<file path="src/lsd_pkg.sv">
/*
 * Package for the led sink driver control logic: field positions of the
 * 49-bit serial word and of the control latch, reset values, mode codes.
 * Assumes nothing of its surroundings.
 */
package lsd_pkg;
    localparam int CHAIN_W = 49;
    localparam int CHAN_N = 48;
    localparam int GROUP_N = 16;
    localparam int SEL_BIT = 48;
    localparam int KEY_HI = 47;
    localparam int KEY_LO = 40;
    localparam logic [7:0] WRITE_KEY = 8'h96;
    localparam int CEIL_HI = 2;
    localparam int CEIL_LO = 0;
    localparam int RED_HI = 9;
    localparam int RED_LO = 3;
    localparam int GRN_HI = 16;
    localparam int GRN_LO = 10;
    localparam int BLU_HI = 23;
    localparam int BLU_LO = 17;
    localparam int SLS_HI = 25;
    localparam int SLS_LO = 24;
    localparam int OTS_HI = 28;
    localparam int OTS_LO = 26;
    localparam int STS_HI = 30;
    localparam int STS_LO = 29;
    localparam int LPS_HI = 32;
    localparam int LPS_LO = 31;
    localparam logic [2:0] CEIL_RST = 3'h0;
    localparam logic [1:0] LPS_RST = 2'h3;
    localparam logic [1:0] LPS_NEVER = 2'h0;
    localparam logic [1:0] LPS_CLK_WAKE = 2'h1;
    localparam logic [1:0] LPS_DATA_WAKE = 2'h2;
    localparam logic [1:0] LPS_ALWAYS = 2'h3;
    localparam logic [1:0] SLS_OPEN = 2'h1;
    localparam logic [1:0] SLS_SHORT = 2'h2;
endpackage : lsd_pkg

</file>
<file path="src/lsd_core.sv">
/*
 * Control logic of a 48-channel constant-current led sink driver.
 * Assumes serial_clk, serial_in, latch_strobe and blank come from the
 * display controller asynchronously and are sampled by core_clk, which
 * must run well above four times the serial clock rate.
 */
//Function
//- separate 7-bit brightness per colour group, effective at once
//- blank low and not in low power: each sink follows its on/off latch bit
//- blank high: all sinks off, latch unchanged
//- reset clears the 48-bit on/off latch
//- low-power select 11b: always in low-power state
//- low-power select 00b: never in low-power state
//- select 01b or 10b: all-zero on/off commit enters low power
//- select 01b: any shift clock rise exits low power
//- select 10b: nonzero on/off commit exits low power
//- digital logic keeps shifting and latching in low power
//- shift clock rise shifts serial in to bit 0, top bit out
//- reset clears the 49-bit shift chain
//- strobe with bit 48 clear loads bits 47..0 into on/off latch
//- strobe with bit 48 set and key loads bits 32..3
//- ceiling code updates only on two equal keyed writes, resets 000b
//- latch bit 3k red, 3k+1 green, 3k+2 blue output k
//- brightness red 9..3, green 16..10, blue 23..17
//- status select 25..24, open 28..26, short 30..29
//- low-power select 32..31 resets 11b, bits 39..33 ignored
//- status select 01 open, 10 short, else nothing
//- on/off commit copies old chain then loads selected status
//- blank rise outside low power captures selected detector flags into holder
//- status loads once until new bits are shifted in
//- flags report 0 where on/off bit was 0 at the capturing blank rise
`timescale 1ns/1ps
module lsd_core
    import lsd_pkg::*;
#(
    parameter int N_CH = 48
) (
    // clock and reset
    input wire logic core_clk,
    input wire logic arst_n,
    // serial link from the display controller
    input wire logic serial_clk,
    input wire logic serial_in,
    input wire logic latch_strobe,
    input wire logic blank,
    output logic serial_out,
    // analog detector results
    input wire logic [N_CH-1:0] open_detect,
    input wire logic [N_CH-1:0] short_detect,
    // sink drive and analog settings
    output logic [lsd_pkg::GROUP_N-1:0] red_sink,
    output logic [lsd_pkg::GROUP_N-1:0] green_sink,
    output logic [lsd_pkg::GROUP_N-1:0] blue_sink,
    output logic [2:0] current_ceiling_code,
    output logic [6:0] red_brightness,
    output logic [6:0] green_brightness,
    output logic [6:0] blue_brightness,
    output logic [2:0] open_threshold_select,
    output logic [1:0] short_threshold_select,
    output logic low_power_state
);
    import lsd_pkg::*;

    // ------------------------------------------------------------
    // input synchronisers
    // ------------------------------------------------------------
    logic [3:0] sync1;
    logic [3:0] sync2;
    logic [3:0] sync3;
    always_ff @(posedge core_clk or negedge arst_n) begin
        if (!arst_n) begin
            sync1 <= 4'h0;
            sync2 <= 4'h0;
            sync3 <= 4'h0;
        end else begin
            sync1 <= {blank, latch_strobe, serial_in, serial_clk};
            sync2 <= sync1;
            sync3 <= sync2;
        end
    end

    logic sclk_rise;
    logic lat_rise;
    logic blank_rise;
    logic blank_s;
    logic sin_s;
    // serial_in settles with the clock, so the stage before the edge is used
    assign sclk_rise = sync2[0] & ~sync3[0];
    assign lat_rise = sync2[2] & ~sync3[2];
    assign blank_rise = sync2[3] & ~sync3[3];
    assign blank_s = sync2[3];
    assign sin_s = sync3[1];

    // ------------------------------------------------------------
    // control latch fields
    // ------------------------------------------------------------
    logic [CHAIN_W-1:0] chain;
    logic [N_CH-1:0] on_latch;
    logic [1:0] status_load_select;
    logic [1:0] low_power_select;
    logic [2:0] ceiling_field;
    logic [N_CH-1:0] status_snapshot;
    logic status_spent;

    logic keyed_wr;
    logic onoff_wr;
    assign onoff_wr = lat_rise && !chain[SEL_BIT];
    assign keyed_wr = lat_rise && chain[SEL_BIT]
        && chain[KEY_HI:KEY_LO] == WRITE_KEY;

    // ------------------------------------------------------------
    // shift chain
    // ------------------------------------------------------------
    // sid load replaces lower bits after the old word was copied out
    always_ff @(posedge core_clk or negedge arst_n) begin
        if (!arst_n) begin
            chain <= '0;
        end else if (sclk_rise) begin
            chain <= {chain[CHAIN_W-2:0], sin_s};
        end else if (onoff_wr && !status_spent
                     && (status_load_select == SLS_OPEN
                         || status_load_select == SLS_SHORT)) begin
            chain[N_CH-1:0] <= status_snapshot;
        end
    end
    assign serial_out = chain[SEL_BIT];

    always_ff @(posedge core_clk or negedge arst_n) begin
        if (!arst_n) begin
            status_spent <= 1'b0;
        end else if (sclk_rise) begin
            status_spent <= 1'b0;
        end else if (onoff_wr && (status_load_select == SLS_OPEN
                     || status_load_select == SLS_SHORT)) begin
            status_spent <= 1'b1;
        end
    end

    // ------------------------------------------------------------
    // on/off latch
    // ------------------------------------------------------------
    always_ff @(posedge core_clk or negedge arst_n) begin
        if (!arst_n) begin
            on_latch <= '0;
        end else if (onoff_wr) begin
            on_latch <= chain[N_CH-1:0];
        end
    end

    // ------------------------------------------------------------
    // brightness and function latch
    // ------------------------------------------------------------
    // brightness and thresholds have no defined reset; zero chosen
    always_ff @(posedge core_clk or negedge arst_n) begin
        if (!arst_n) begin
            red_brightness <= '0;
            green_brightness <= '0;
            blue_brightness <= '0;
            status_load_select <= '0;
            open_threshold_select <= '0;
            short_threshold_select <= '0;
            low_power_select <= LPS_RST;
        end else if (keyed_wr) begin
            red_brightness <= chain[RED_HI:RED_LO];
            green_brightness <= chain[GRN_HI:GRN_LO];
            blue_brightness <= chain[BLU_HI:BLU_LO];
            status_load_select <= chain[SLS_HI:SLS_LO];
            open_threshold_select <= chain[OTS_HI:OTS_LO];
            short_threshold_select <= chain[STS_HI:STS_LO];
            low_power_select <= chain[LPS_HI:LPS_LO];
        end
    end

    // ceiling needs the same value twice in a row to guard the current
    always_ff @(posedge core_clk or negedge arst_n) begin
        if (!arst_n) begin
            current_ceiling_code <= CEIL_RST;
            ceiling_field <= CEIL_RST;
        end else if (keyed_wr) begin
            ceiling_field <= chain[CEIL_HI:CEIL_LO];
            if (chain[CEIL_HI:CEIL_LO] == ceiling_field) begin
                current_ceiling_code <= chain[CEIL_HI:CEIL_LO];
            end
        end
    end

    // ------------------------------------------------------------
    // low-power state
    // ------------------------------------------------------------
    logic lp_latched;
    always_ff @(posedge core_clk or negedge arst_n) begin
        if (!arst_n) begin
            lp_latched <= 1'b0;
        end else begin
            case (low_power_select)
                LPS_CLK_WAKE: begin
                    if (sclk_rise) begin
                        lp_latched <= 1'b0;
                    end else if (onoff_wr && chain[N_CH-1:0] == '0) begin
                        lp_latched <= 1'b1;
                    end
                end
                LPS_DATA_WAKE: begin
                    if (onoff_wr) begin
                        lp_latched <= (chain[N_CH-1:0] == '0);
                    end
                end
                // a change of mode to 01b or 10b while asleep stays asleep; 00b wakes
                LPS_ALWAYS: lp_latched <= 1'b1;
                default: lp_latched <= 1'b0;
            endcase
        end
    end
    assign low_power_state = (low_power_select == LPS_ALWAYS)
        || (low_power_select != LPS_NEVER && lp_latched);

    // ------------------------------------------------------------
    // status holder
    // ------------------------------------------------------------
    // detectors are dead in low power; holder then keeps its content
    always_ff @(posedge core_clk or negedge arst_n) begin
        if (!arst_n) begin
            status_snapshot <= '0;
        end else if (blank_rise && !low_power_state) begin
            if (status_load_select == SLS_OPEN) begin
                status_snapshot <= open_detect & on_latch;
            end else if (status_load_select == SLS_SHORT) begin
                status_snapshot <= short_detect & on_latch;
            end
        end
    end

    // ------------------------------------------------------------
    // sink gating
    // ------------------------------------------------------------
    // controller is trusted to keep blank high after wake-up
    genvar k;
    generate
        for (k = 0; k < GROUP_N; k++) begin : g_sink
            always_ff @(posedge core_clk or negedge arst_n) begin
                if (!arst_n) begin
                    red_sink[k] <= 1'b0;
                    green_sink[k] <= 1'b0;
                    blue_sink[k] <= 1'b0;
                end else begin
                    red_sink[k] <= on_latch[3*k] & ~blank_s
                        & ~low_power_state;
                    green_sink[k] <= on_latch[3*k+1] & ~blank_s
                        & ~low_power_state;
                    blue_sink[k] <= on_latch[3*k+2] & ~blank_s
                        & ~low_power_state;
                end
            end
        end
    endgenerate

    // ------------------------------------------------------------
    // checks
    // ------------------------------------------------------------
    a_onoff_commit: assert property (@(posedge core_clk) disable iff (!arst_n)
        onoff_wr |=> on_latch == $past(chain[N_CH-1:0]))
        else $error("on/off latch missed commit");
    a_blank_forces_off: assert property (@(posedge core_clk)
        disable iff (!arst_n)
        blank_s |=> red_sink == '0 && green_sink == '0)
        else $error("sink on while blanked");
    a_sink_follows: assert property (@(posedge core_clk) disable iff (!arst_n)
        !blank_s && !low_power_state |=> red_sink[0] == $past(on_latch[0]))
        else $error("red sink 0 not following latch");
    a_lp_always: assert property (@(posedge core_clk) disable iff (!arst_n)
        low_power_select == LPS_ALWAYS |-> low_power_state)
        else $error("not in low power with select 11");
    a_lp_never: assert property (@(posedge core_clk) disable iff (!arst_n)
        low_power_select == LPS_NEVER |-> !low_power_state)
        else $error("low power with select 00");
    a_clk_wakes: assert property (@(posedge core_clk) disable iff (!arst_n)
        low_power_select == LPS_CLK_WAKE && sclk_rise && !keyed_wr
        |=> !low_power_state)
        else $error("shift clock did not wake");
    a_zero_sleeps: assert property (@(posedge core_clk) disable iff (!arst_n)
        (low_power_select == LPS_DATA_WAKE) && onoff_wr
        && chain[N_CH-1:0] == '0 |=> low_power_state)
        else $error("zero commit did not sleep");
    a_shift_step: assert property (@(posedge core_clk) disable iff (!arst_n)
        sclk_rise |=> chain[CHAIN_W-1:1] == $past(chain[CHAIN_W-2:0]))
        else $error("chain did not shift");
    a_ceiling_hold: assert property (@(posedge core_clk) disable iff (!arst_n)
        keyed_wr && chain[CEIL_HI:CEIL_LO] != ceiling_field
        |=> $stable(current_ceiling_code))
        else $error("ceiling changed on single write");
    // masking is judged at capture; a later on/off commit leaves stale bits
    a_flags_masked: assert property (@(posedge core_clk) disable iff (!arst_n)
        blank_rise && !low_power_state && status_load_select == SLS_OPEN
        |=> status_snapshot == $past(open_detect & on_latch))
        else $error("open flags not captured masked");
    a_short_capture: assert property (@(posedge core_clk)
        disable iff (!arst_n)
        blank_rise && !low_power_state && status_load_select == SLS_SHORT
        |=> status_snapshot == $past(short_detect & on_latch))
        else $error("short flags not captured masked");

    // ------------------------------------------------------------
    // field and state checks
    // ------------------------------------------------------------
    a_keyed_red: assert property (@(posedge core_clk) disable iff (!arst_n)
        keyed_wr |=> red_brightness == $past(chain[RED_HI:RED_LO]))
        else $error("red brightness not taken");
    a_keyed_green: assert property (@(posedge core_clk) disable iff (!arst_n)
        keyed_wr |=> green_brightness == $past(chain[GRN_HI:GRN_LO]))
        else $error("green brightness not taken");
    a_keyed_blue: assert property (@(posedge core_clk) disable iff (!arst_n)
        keyed_wr |=> blue_brightness == $past(chain[BLU_HI:BLU_LO]))
        else $error("blue brightness not taken");
    a_status_sel: assert property (@(posedge core_clk) disable iff (!arst_n)
        keyed_wr |=> status_load_select == $past(chain[SLS_HI:SLS_LO]))
        else $error("status select not taken");
    a_lps_field: assert property (@(posedge core_clk) disable iff (!arst_n)
        keyed_wr |=> low_power_select == $past(chain[LPS_HI:LPS_LO]))
        else $error("low-power select not taken");
    a_ceiling_twice: assert property (@(posedge core_clk)
        disable iff (!arst_n)
        keyed_wr && chain[CEIL_HI:CEIL_LO] == ceiling_field
        |=> current_ceiling_code == $past(chain[CEIL_HI:CEIL_LO]))
        else $error("ceiling not taken on repeated write");
    a_data_wakes: assert property (@(posedge core_clk) disable iff (!arst_n)
        low_power_select == LPS_DATA_WAKE && onoff_wr
        && chain[N_CH-1:0] != '0 |=> !low_power_state)
        else $error("nonzero commit did not wake");
    a_clk_sleeps: assert property (@(posedge core_clk) disable iff (!arst_n)
        low_power_select == LPS_CLK_WAKE && onoff_wr
        && chain[N_CH-1:0] == '0 |=> low_power_state)
        else $error("zero commit did not sleep in clock-wake mode");
    a_status_load: assert property (@(posedge core_clk) disable iff (!arst_n)
        onoff_wr && !status_spent && (status_load_select == SLS_OPEN
        || status_load_select == SLS_SHORT)
        |=> chain[N_CH-1:0] == $past(status_snapshot))
        else $error("status not loaded into chain");
    a_no_reload: assert property (@(posedge core_clk) disable iff (!arst_n)
        onoff_wr && status_spent
        |=> chain[N_CH-1:0] == $past(chain[N_CH-1:0]))
        else $error("status loaded twice");
    a_green_follows: assert property (@(posedge core_clk)
        disable iff (!arst_n)
        !blank_s && !low_power_state
        |=> green_sink[0] == $past(on_latch[1]))
        else $error("green sink 0 not following latch bit 1");
    a_lp_sinks_off: assert property (@(posedge core_clk)
        disable iff (!arst_n)
        low_power_state |=> red_sink == '0 && green_sink == '0
        && blue_sink == '0)
        else $error("sink on in low power");
endmodule : lsd_core

</file>
<file path="config.mk">
export PLATFORM = sky130hd
export DESIGN_NAME = lsd_core
export DESIGN_NICKNAME = d
export VERILOG_FILES = /design/src/lsd_pkg.sv /design/src/lsd_core.sv
export SDC_FILE = /design/constraint.sdc
export NUM_CORES = 1
export LEC_CHECK = 0
export BUFFER_PORTS_ARGS = -buffer_cell sky130_fd_sc_hd__buf_4
export CAP_MARGIN = 15
export CORE_AREA = 2 2 161 163
export DETAILED_ROUTE_END_ITERATION = 12
export DIE_AREA = 0 0 163 165
export PLACE_DENSITY = 0.59
export RECOVER_POWER = 50
export SETUP_SLACK_MARGIN = 0.4
export SYNTH_ARGS = -nofsm -noshare
export SYNTH_HDL_FRONTEND = slang
export SYNTH_SLANG_ARGS = --single-unit
export TNS_END_PERCENT = 1
</file>
<file path="constraint.sdc">
create_clock -name core_clk -period 6.15 [get_ports core_clk]
set_clock_uncertainty 0.05 [all_clocks]
set_input_delay 1.5375 -clock core_clk [delete_from_list [all_inputs] [get_ports core_clk]]
set_output_delay 1.5375 -clock core_clk [all_outputs]
set_load 0.01 [all_outputs]
</file>
==> results of run 1 <==
==> stage by stage <==
step,hold slack (ns),total power (W),std cells,util,area [um^2]
6_report,0.2952,0.004063,1466,0.4944,12380
2_1_floorplan,0.2812,0.002227,956,-,9866
4_1_cts,0.2999,0.004116,1466,0.4967,12430
5_1_grt,0.3053,0.004270,1466,0.4944,12380
3_3_place_gp,0.2823,0.002481,1421,0.4609,11540
3_5_place_dp,0.2855,0.002498,1421,0.4609,11540
==> routing by layer <==
metal	up-vias	global-route usage
li1	3468	-
met1	3440	0.2559
met5	-	0
met2	188	0.2972
met4	0	0.04103
met3	23	0.02687
==> path summary, 6_finish.rpt <==
| check | startpoint | to |
|---|---|---|
| setup / recovery | chain[45]$_DFFE_PN0P_ | current_ceiling_code[1]$_DFFE_PN0P_ |
| hold / removal | sync1[3]$_DFF_PN0_ | sync2[3]$_DFF_PN0_ |
| setup reg to reg | chain[45]$_DFFE_PN0P_ | current_ceiling_code[1]$_DFFE_PN0P_ |
| hold reg to reg | sync1[3]$_DFF_PN0_ | sync2[3]$_DFF_PN0_ |
| max in group asynchronous | arst_n | chain[20]$_DFFE_PN0P_ |
| min in group asynchronous | arst_n | sync2[1]$_DFF_PN0_ |
==> synthesized netlist by cell type <==
cell and n:
and2_1 48, nor4_1 11, nand4_2 1, mux2_2 83
dfstp_2 2, buf_2 11, a31oi_1 48, nor4_4 1
nand2b_1 2, nand4_1 3, or3b_2 1, dfrtp_1 241
a32o_1 1, o21a_1 1, buf_1 2, nand2_1 339
a21o_1 2, o31ai_2 1, nor2b_1 1, o21ai_0 2
or4b_2 1, nor4b_1 1, nor2_1 51, maj3_1 1
ha_1 1, or4_4 1, clkbuf_1 40, xnor2_1 3
a21oi_1 1, or4_1 1, nor3_1 1, nand3_1 48
buf_4 3, inv_1 2
==> flip-flops by register name (all words and copies together), names as in the netlist, 3 cells and up <==
| signal | count |
|---|---|
| on_latch | 48 |
| red_brightness | 7 |
| blue_brightness | 7 |
| sync2 | 4 |
| chain | 49 |
| open_threshold_select | 3 |
| green_sink | 16 |
| red_sink | 16 |
| sync1 | 4 |
| current_ceiling_code | 3 |
| sync3 | 4 |
| status_snapshot | 48 |
| green_brightness | 7 |
| ceiling_field | 3 |
| blue_sink | 16 |
==> cell families after synthesis <==
family	Yosys count	share of synthesized area
AOI/OAI and AO/OA	56	0.03652
xor gates and xnor gates	3	0.002664
adders and majority gates	2	0.002283
buffers and inverters	58	0.02460
DFF	243	0.6166
muxes	83	0.09474
and+or+nand+nor	511	0.2226
==> final cells by class <==
type / instances / area share
multi-input combinational: 655 / 0.2877
tap: 330 / 0.03336
sequential: 243 / 0.4915
clock buffer: 39 / 0.06551
inverter: 2 / 0.0006065
clock inverter: 6 / 0.006773
timing repair buffer: 191 / 0.1145
==> power by group through the flow <==
| stage | clock, W | combinational, W | sequential [W] |
|---|---|---|---|
| floorplan | 0 | 0.000248 | 0.00198 |
| global placement | 0 | 0.000483 | 0.00200 |
| detailed placement | 0 | 0.000495 | 0.00200 |
| CTS | 0.00164 | 0.000498 | 0.00198 |
| global route | 0.00171 | 0.000550 | 0.00201 |
| finish | 0.00161 | 0.000482 | 0.00198 |
==> critical path, delay by kind of cell, from the launching register on <==
| family | cells | cell delay [ns] |
|---|---|---|
| AND/OR/NAND/NOR | 3 | 1.24 |
| buffers and inverters | 1 | 1.71 |
| multiplexers | 1 | 0.42 |
| flip-flops | 1 | 0.40 |
==> metrics, run 1 <==
global-route wire length before repair 38470 um; CP Class register to register; setup TNS 0 ns; Syn Std Cell Area 9866 um^2; Critical Path Source Type register; I/O pin count 181; r2r worst-path depth 5; antenna violations before repair 0; register area 6083 um^2; syn_nets 1059; Num CTS Buffers 26; fin worst setup slack 2.205 ns; # rows 58; root buf cell clkbuf_16; count of distinct cell types in the synthesized netlist 34; Logic pwr share 0.119; Layout area overhead 25.45%; post-DR wirelength/cell 16.28 um; WL met3 1196 um; Clock Path Buffers 3; WP data required 6.50 ns; unrepaired setup endpoints after global routing no; diode count 0; Initial Util 0.3941; fillcell total 2372; max cap viols 6; Resize count post-CTS 0; Yosys reg bits 243; Worst Path Arrival 4.29 ns; met2 WL 11220 um; Sink Count 243; CP peak stage delay 1.71 ns; CTS tree built; endpoints failing hold 0; Worst setup EP type register; Pint 0.003037 W; vias per cell 4.856; YS warnings 0; Vias 7119; sequential share of the synthesized area 0.6166; area leader, netlist dfrtp_1; die width 163 um; vias in the first global route 7188; final setup violation count 0; drt total wl 23870 um; Post-CTS Setup Bufs 0; commonest non-fill, non-tap cells in the layout 339 x nand2_1, 241 x dfrtp_1, 181 x buf_4, 82 x mux2_2, 50 x nor2_1; CP max FO 35; CP max-delay cell clkbuf_1; nets 1222; violations in the final reports capacitance limit, slew limit; syn avg cell area 10.32 um^2; post-DP HPWL 14600 um; pins over their slew limit 311; Net Sw Power 0.001026 W; hold path depth 0; die outline height 165 um; clock-pin slew of the registers on the worst-case setup and hold paths 0.06 ns; Cells after Synth 956; Top Layer Used met4; met1 wire length 11140 um; Fmax 253.5 MHz; Worst R2R Setup Slack 2.21 ns; DRC viols 0; top post-synthesis cells by area dfrtp_1 61%, nand2_1 13%, mux2_2 9.5%; die area 26900 um^2; share of layout cells above drive strength 1 0.2790; commonest non-fill, non-tap cell in the layout nand2_1; part of the cycle the worst path needs 0.6414; Hold Buf Count CTS 0; top cell type's share of synthesized area 0.6113; worst min-delay path class register to register; GP Congestion 0.7251; DR pass1 iterations 5; CORE AREA 25040 um^2; Slew HR -1.074; status finished with violations; area occupied by multi-input gates 3561 um^2; PortBufs 180; fin crit period 3.945 ns; worst-margin pin slew 3.099 ns; Flop pwr share 0.486; All-Layer GR Usage 0.1812; maximum VDD drop 0.1439 mV; clock group share of total power 0.395; DRT iter0 DRCs 445; CTS H-tree lvls 1; pre-CTS setup slack 3.196 ns; switching share of total power 0.2525; Clock Latency Late Sink 0.52 ns; P_leak 6.033 nW; Final ANT Viol Nets 0; remaining global-route overflow 0; Power Density 328.3 nW/um^2; crit-path cells or4_1 > nor4_4 > clkbuf_1 > nand4_2 > mux2_2; largest net degree at the start of global routing 123
Power figures use the tool's default switching activity.
==> run 2: changes to the inputs <==
--- a/config.mk
+++ b/config.mk
@@ -10,7 +10,7 @@
 export CORE_AREA = 2 2 161 163
 export DETAILED_ROUTE_END_ITERATION = 12
 export DIE_AREA = 0 0 163 165
-export PLACE_DENSITY = 0.59
+export PLACE_DENSITY = 0.61
 export RECOVER_POWER = 50
 export SETUP_SLACK_MARGIN = 0.4
 export SYNTH_ARGS = -nofsm -noshare
==> constraint.sdc (replaced) <==
create_clock -name core_clk -period 3.6 [get_ports core_clk]
set_clock_uncertainty 0.05 [all_clocks]
set_input_delay 0.9 -clock core_clk [delete_from_list [all_inputs] [get_ports core_clk]]
set_output_delay 0.9 -clock core_clk [all_outputs]
set_load 0.01 [all_outputs]
==> metrics, run 2 (synthesized netlist as in run 1, its figures left out) <==
status finished with violations; violations in the final reports capacitance limit, slew limit; Final ANT Viol Nets 0 (unchanged); root buf cell clkbuf_16; post-DP HPWL 15290 um (+4.7%); Slew HR -0.5637 (+0.5099); Fmax 372.7 MHz (+47%); Post-CTS Setup Bufs 0 (unchanged); Regs by FF count chain x49, on_latch x48, status_snapshot x48; met1 wire length 10610 um (-4.8%); max reg flops 49 (unchanged); worst-margin pin slew 2.345 ns (-0.7535 ns); endpoints failing hold 0 (unchanged); pins over their slew limit 136 (-56%); Sink Count 243 (unchanged); Num CTS Buffers 26 (unchanged); final setup violation count 0 (unchanged); Worst setup EP type register; setup TNS 0 ns (unchanged); DRC viols 0 (unchanged); Clock Latency Late Sink 0.51 ns (about the same); Critical Path Source Type register; Clock Path Buffers 3 (unchanged); CTS H-tree lvls 1 (unchanged); CORE AREA 25040 um^2 (unchanged); remaining global-route overflow 0 (unchanged); Top reg by flops chain; # rows 58 (unchanged); fin worst setup slack 0.9166 ns (-1.289 ns); fin crit period 2.683 ns (-1.261 ns); Initial Util 0.3941 (unchanged); CP max FO 26 (-26%); die outline height 165 um (unchanged); drt total wl 23220 um (-2.7%); PortBufs 180 (unchanged); WL met3 1231 um (+2.9%); vias in the first global route 7208 (+0.28%); Resize count post-CTS 0 (unchanged); register area 6083 um^2 (unchanged); Worst Path Arrival 3.08 ns (-1.21 ns); Layout area overhead 26.81%; maximum VDD drop 0.2544 mV (+77%); area occupied by multi-input gates 3567 um^2 (+0.18%); P_leak 6.130 nW (+1.6%); worst min-delay path class register to register; share of layout cells above drive strength 1 0.2893 (+0.01029); unrepaired setup endpoints after global routing no; All-Layer GR Usage 0.1772 (-0.004024); GP Congestion 0.7602 (+4.8%); Power Density 557.6 nW/um^2 (+70%); I/O pin count 181 (unchanged); global-route wire length before repair 38230 um (-0.63%); CP Class register to register; commonest non-fill, non-tap cell in the layout nand2_1; met2 WL 11060 um (-1.4%); WP data required 4.00 ns (-2.50 ns); CTS tree built; vias per cell 4.830 (-0.54%); Worst R2R Setup Slack 0.92 ns (-1.29 ns); largest net degree at the start of global routing 94 (-24%); DRT iter0 DRCs 467 (+4.9%); post-DR wirelength/cell 15.73 um (-3.4%); commonest non-fill, non-tap cells in the layout 339 x nand2_1, 241 x dfrtp_1, 187 x buf_4, 83 x mux2_2, 50 x nor2_1; pre-CTS setup slack 1.194 ns (-2.002 ns); fillcell total 2344 (-1.2%); clock-pin slew of the registers on the worst-case setup and hold paths 0.06 ns (about the same); part of the cycle the worst path needs 0.7454 (+0.1040); die width 163 um (unchanged); Top Layer Used met4; Hold Buf Count CTS 0 (unchanged); nets 1227 (+0.41%); DR pass1 iterations 4 (-1); antenna violations before repair 1 (+1); max cap viols 3 (-3); die area 26900 um^2 (unchanged); Vias 7129 (+0.14%)
run 2: changes by cell type in the layout (fill, tap and decap cells not counted), sizes merged:
cell    previous run  this run
bufinv             2         3
clkbuf            48        46
diode              0         2
buf              182       191
run 2: worst max-delay path, stage by stage (launching register included):
cell and delay [ns]:
dfrtp_1 0.37, nand2b_1 0.19, nor2_1 1.62, buf_16 0.24
nand2_1 0.08, nand2_1 0.06
run 2: path summary, 6_finish.rpt:
kind	depth (start not counted)	startpoint	endpoint
setup / recovery	5	sync3[2]$_DFF_PN0_	on_latch[7]$_DFFE_PN0P_
hold / removal	0	sync1[2]$_DFF_PN0_	sync2[2]$_DFF_PN0_
setup reg to reg	5	sync3[2]$_DFF_PN0_	on_latch[7]$_DFFE_PN0P_
hold reg to reg	0	sync1[2]$_DFF_PN0_	sync2[2]$_DFF_PN0_
max in group asynchronous	2	arst_n	status_snapshot[29]$_DFFE_PN0P_
min in group asynchronous	1	arst_n	red_sink[0]$_DFF_PN0_
run 2: metrics by stage:
stage	utilization	power (W)	hold WS, ns	instances	area [um^2]
detailed placement	0.4642	0.004275	0.2912	1426	11620
global placement	0.4623	0.004245	0.2846	1424	11570
floorplan	-	0.003805	0.2812	956	9866
finish	0.4997	0.006976	0.2947	1476	12510
CTS	0.5005	0.007066	0.2968	1474	12530
global route	0.4995	0.007340	0.3024	1474	12510
run 2: per-layer routing:
layer | vias to the layer above | global-route usage
li1 | 3485 | -
met1 | 3442 | 0.2482
met2 | 172 | 0.2920
met3 | 30 | 0.03114
met4 | 0 | 0.03500
met5 | - | 0
run 2: cell type report:
type / count / area share
repair buffers: 196 / 0.1220
well taps: 330 / 0.03300
clock buffers: 41 / 0.06381
inverters: 2 / 0.0006001
flip-flops and latches: 243 / 0.4863
multi-input cells: 655 / 0.2851
diodes: 2 / 0.0004000
clock inverters: 7 / 0.008801
run 2: report_power, final:
group | switching (W) | internal (W) | total [W]
clock | 0.00104 | 0.00173 | 0.00277
sequential | 0.000266 | 0.00310 | 0.00337
combinational | 0.000424 | 0.000413 | 0.000837
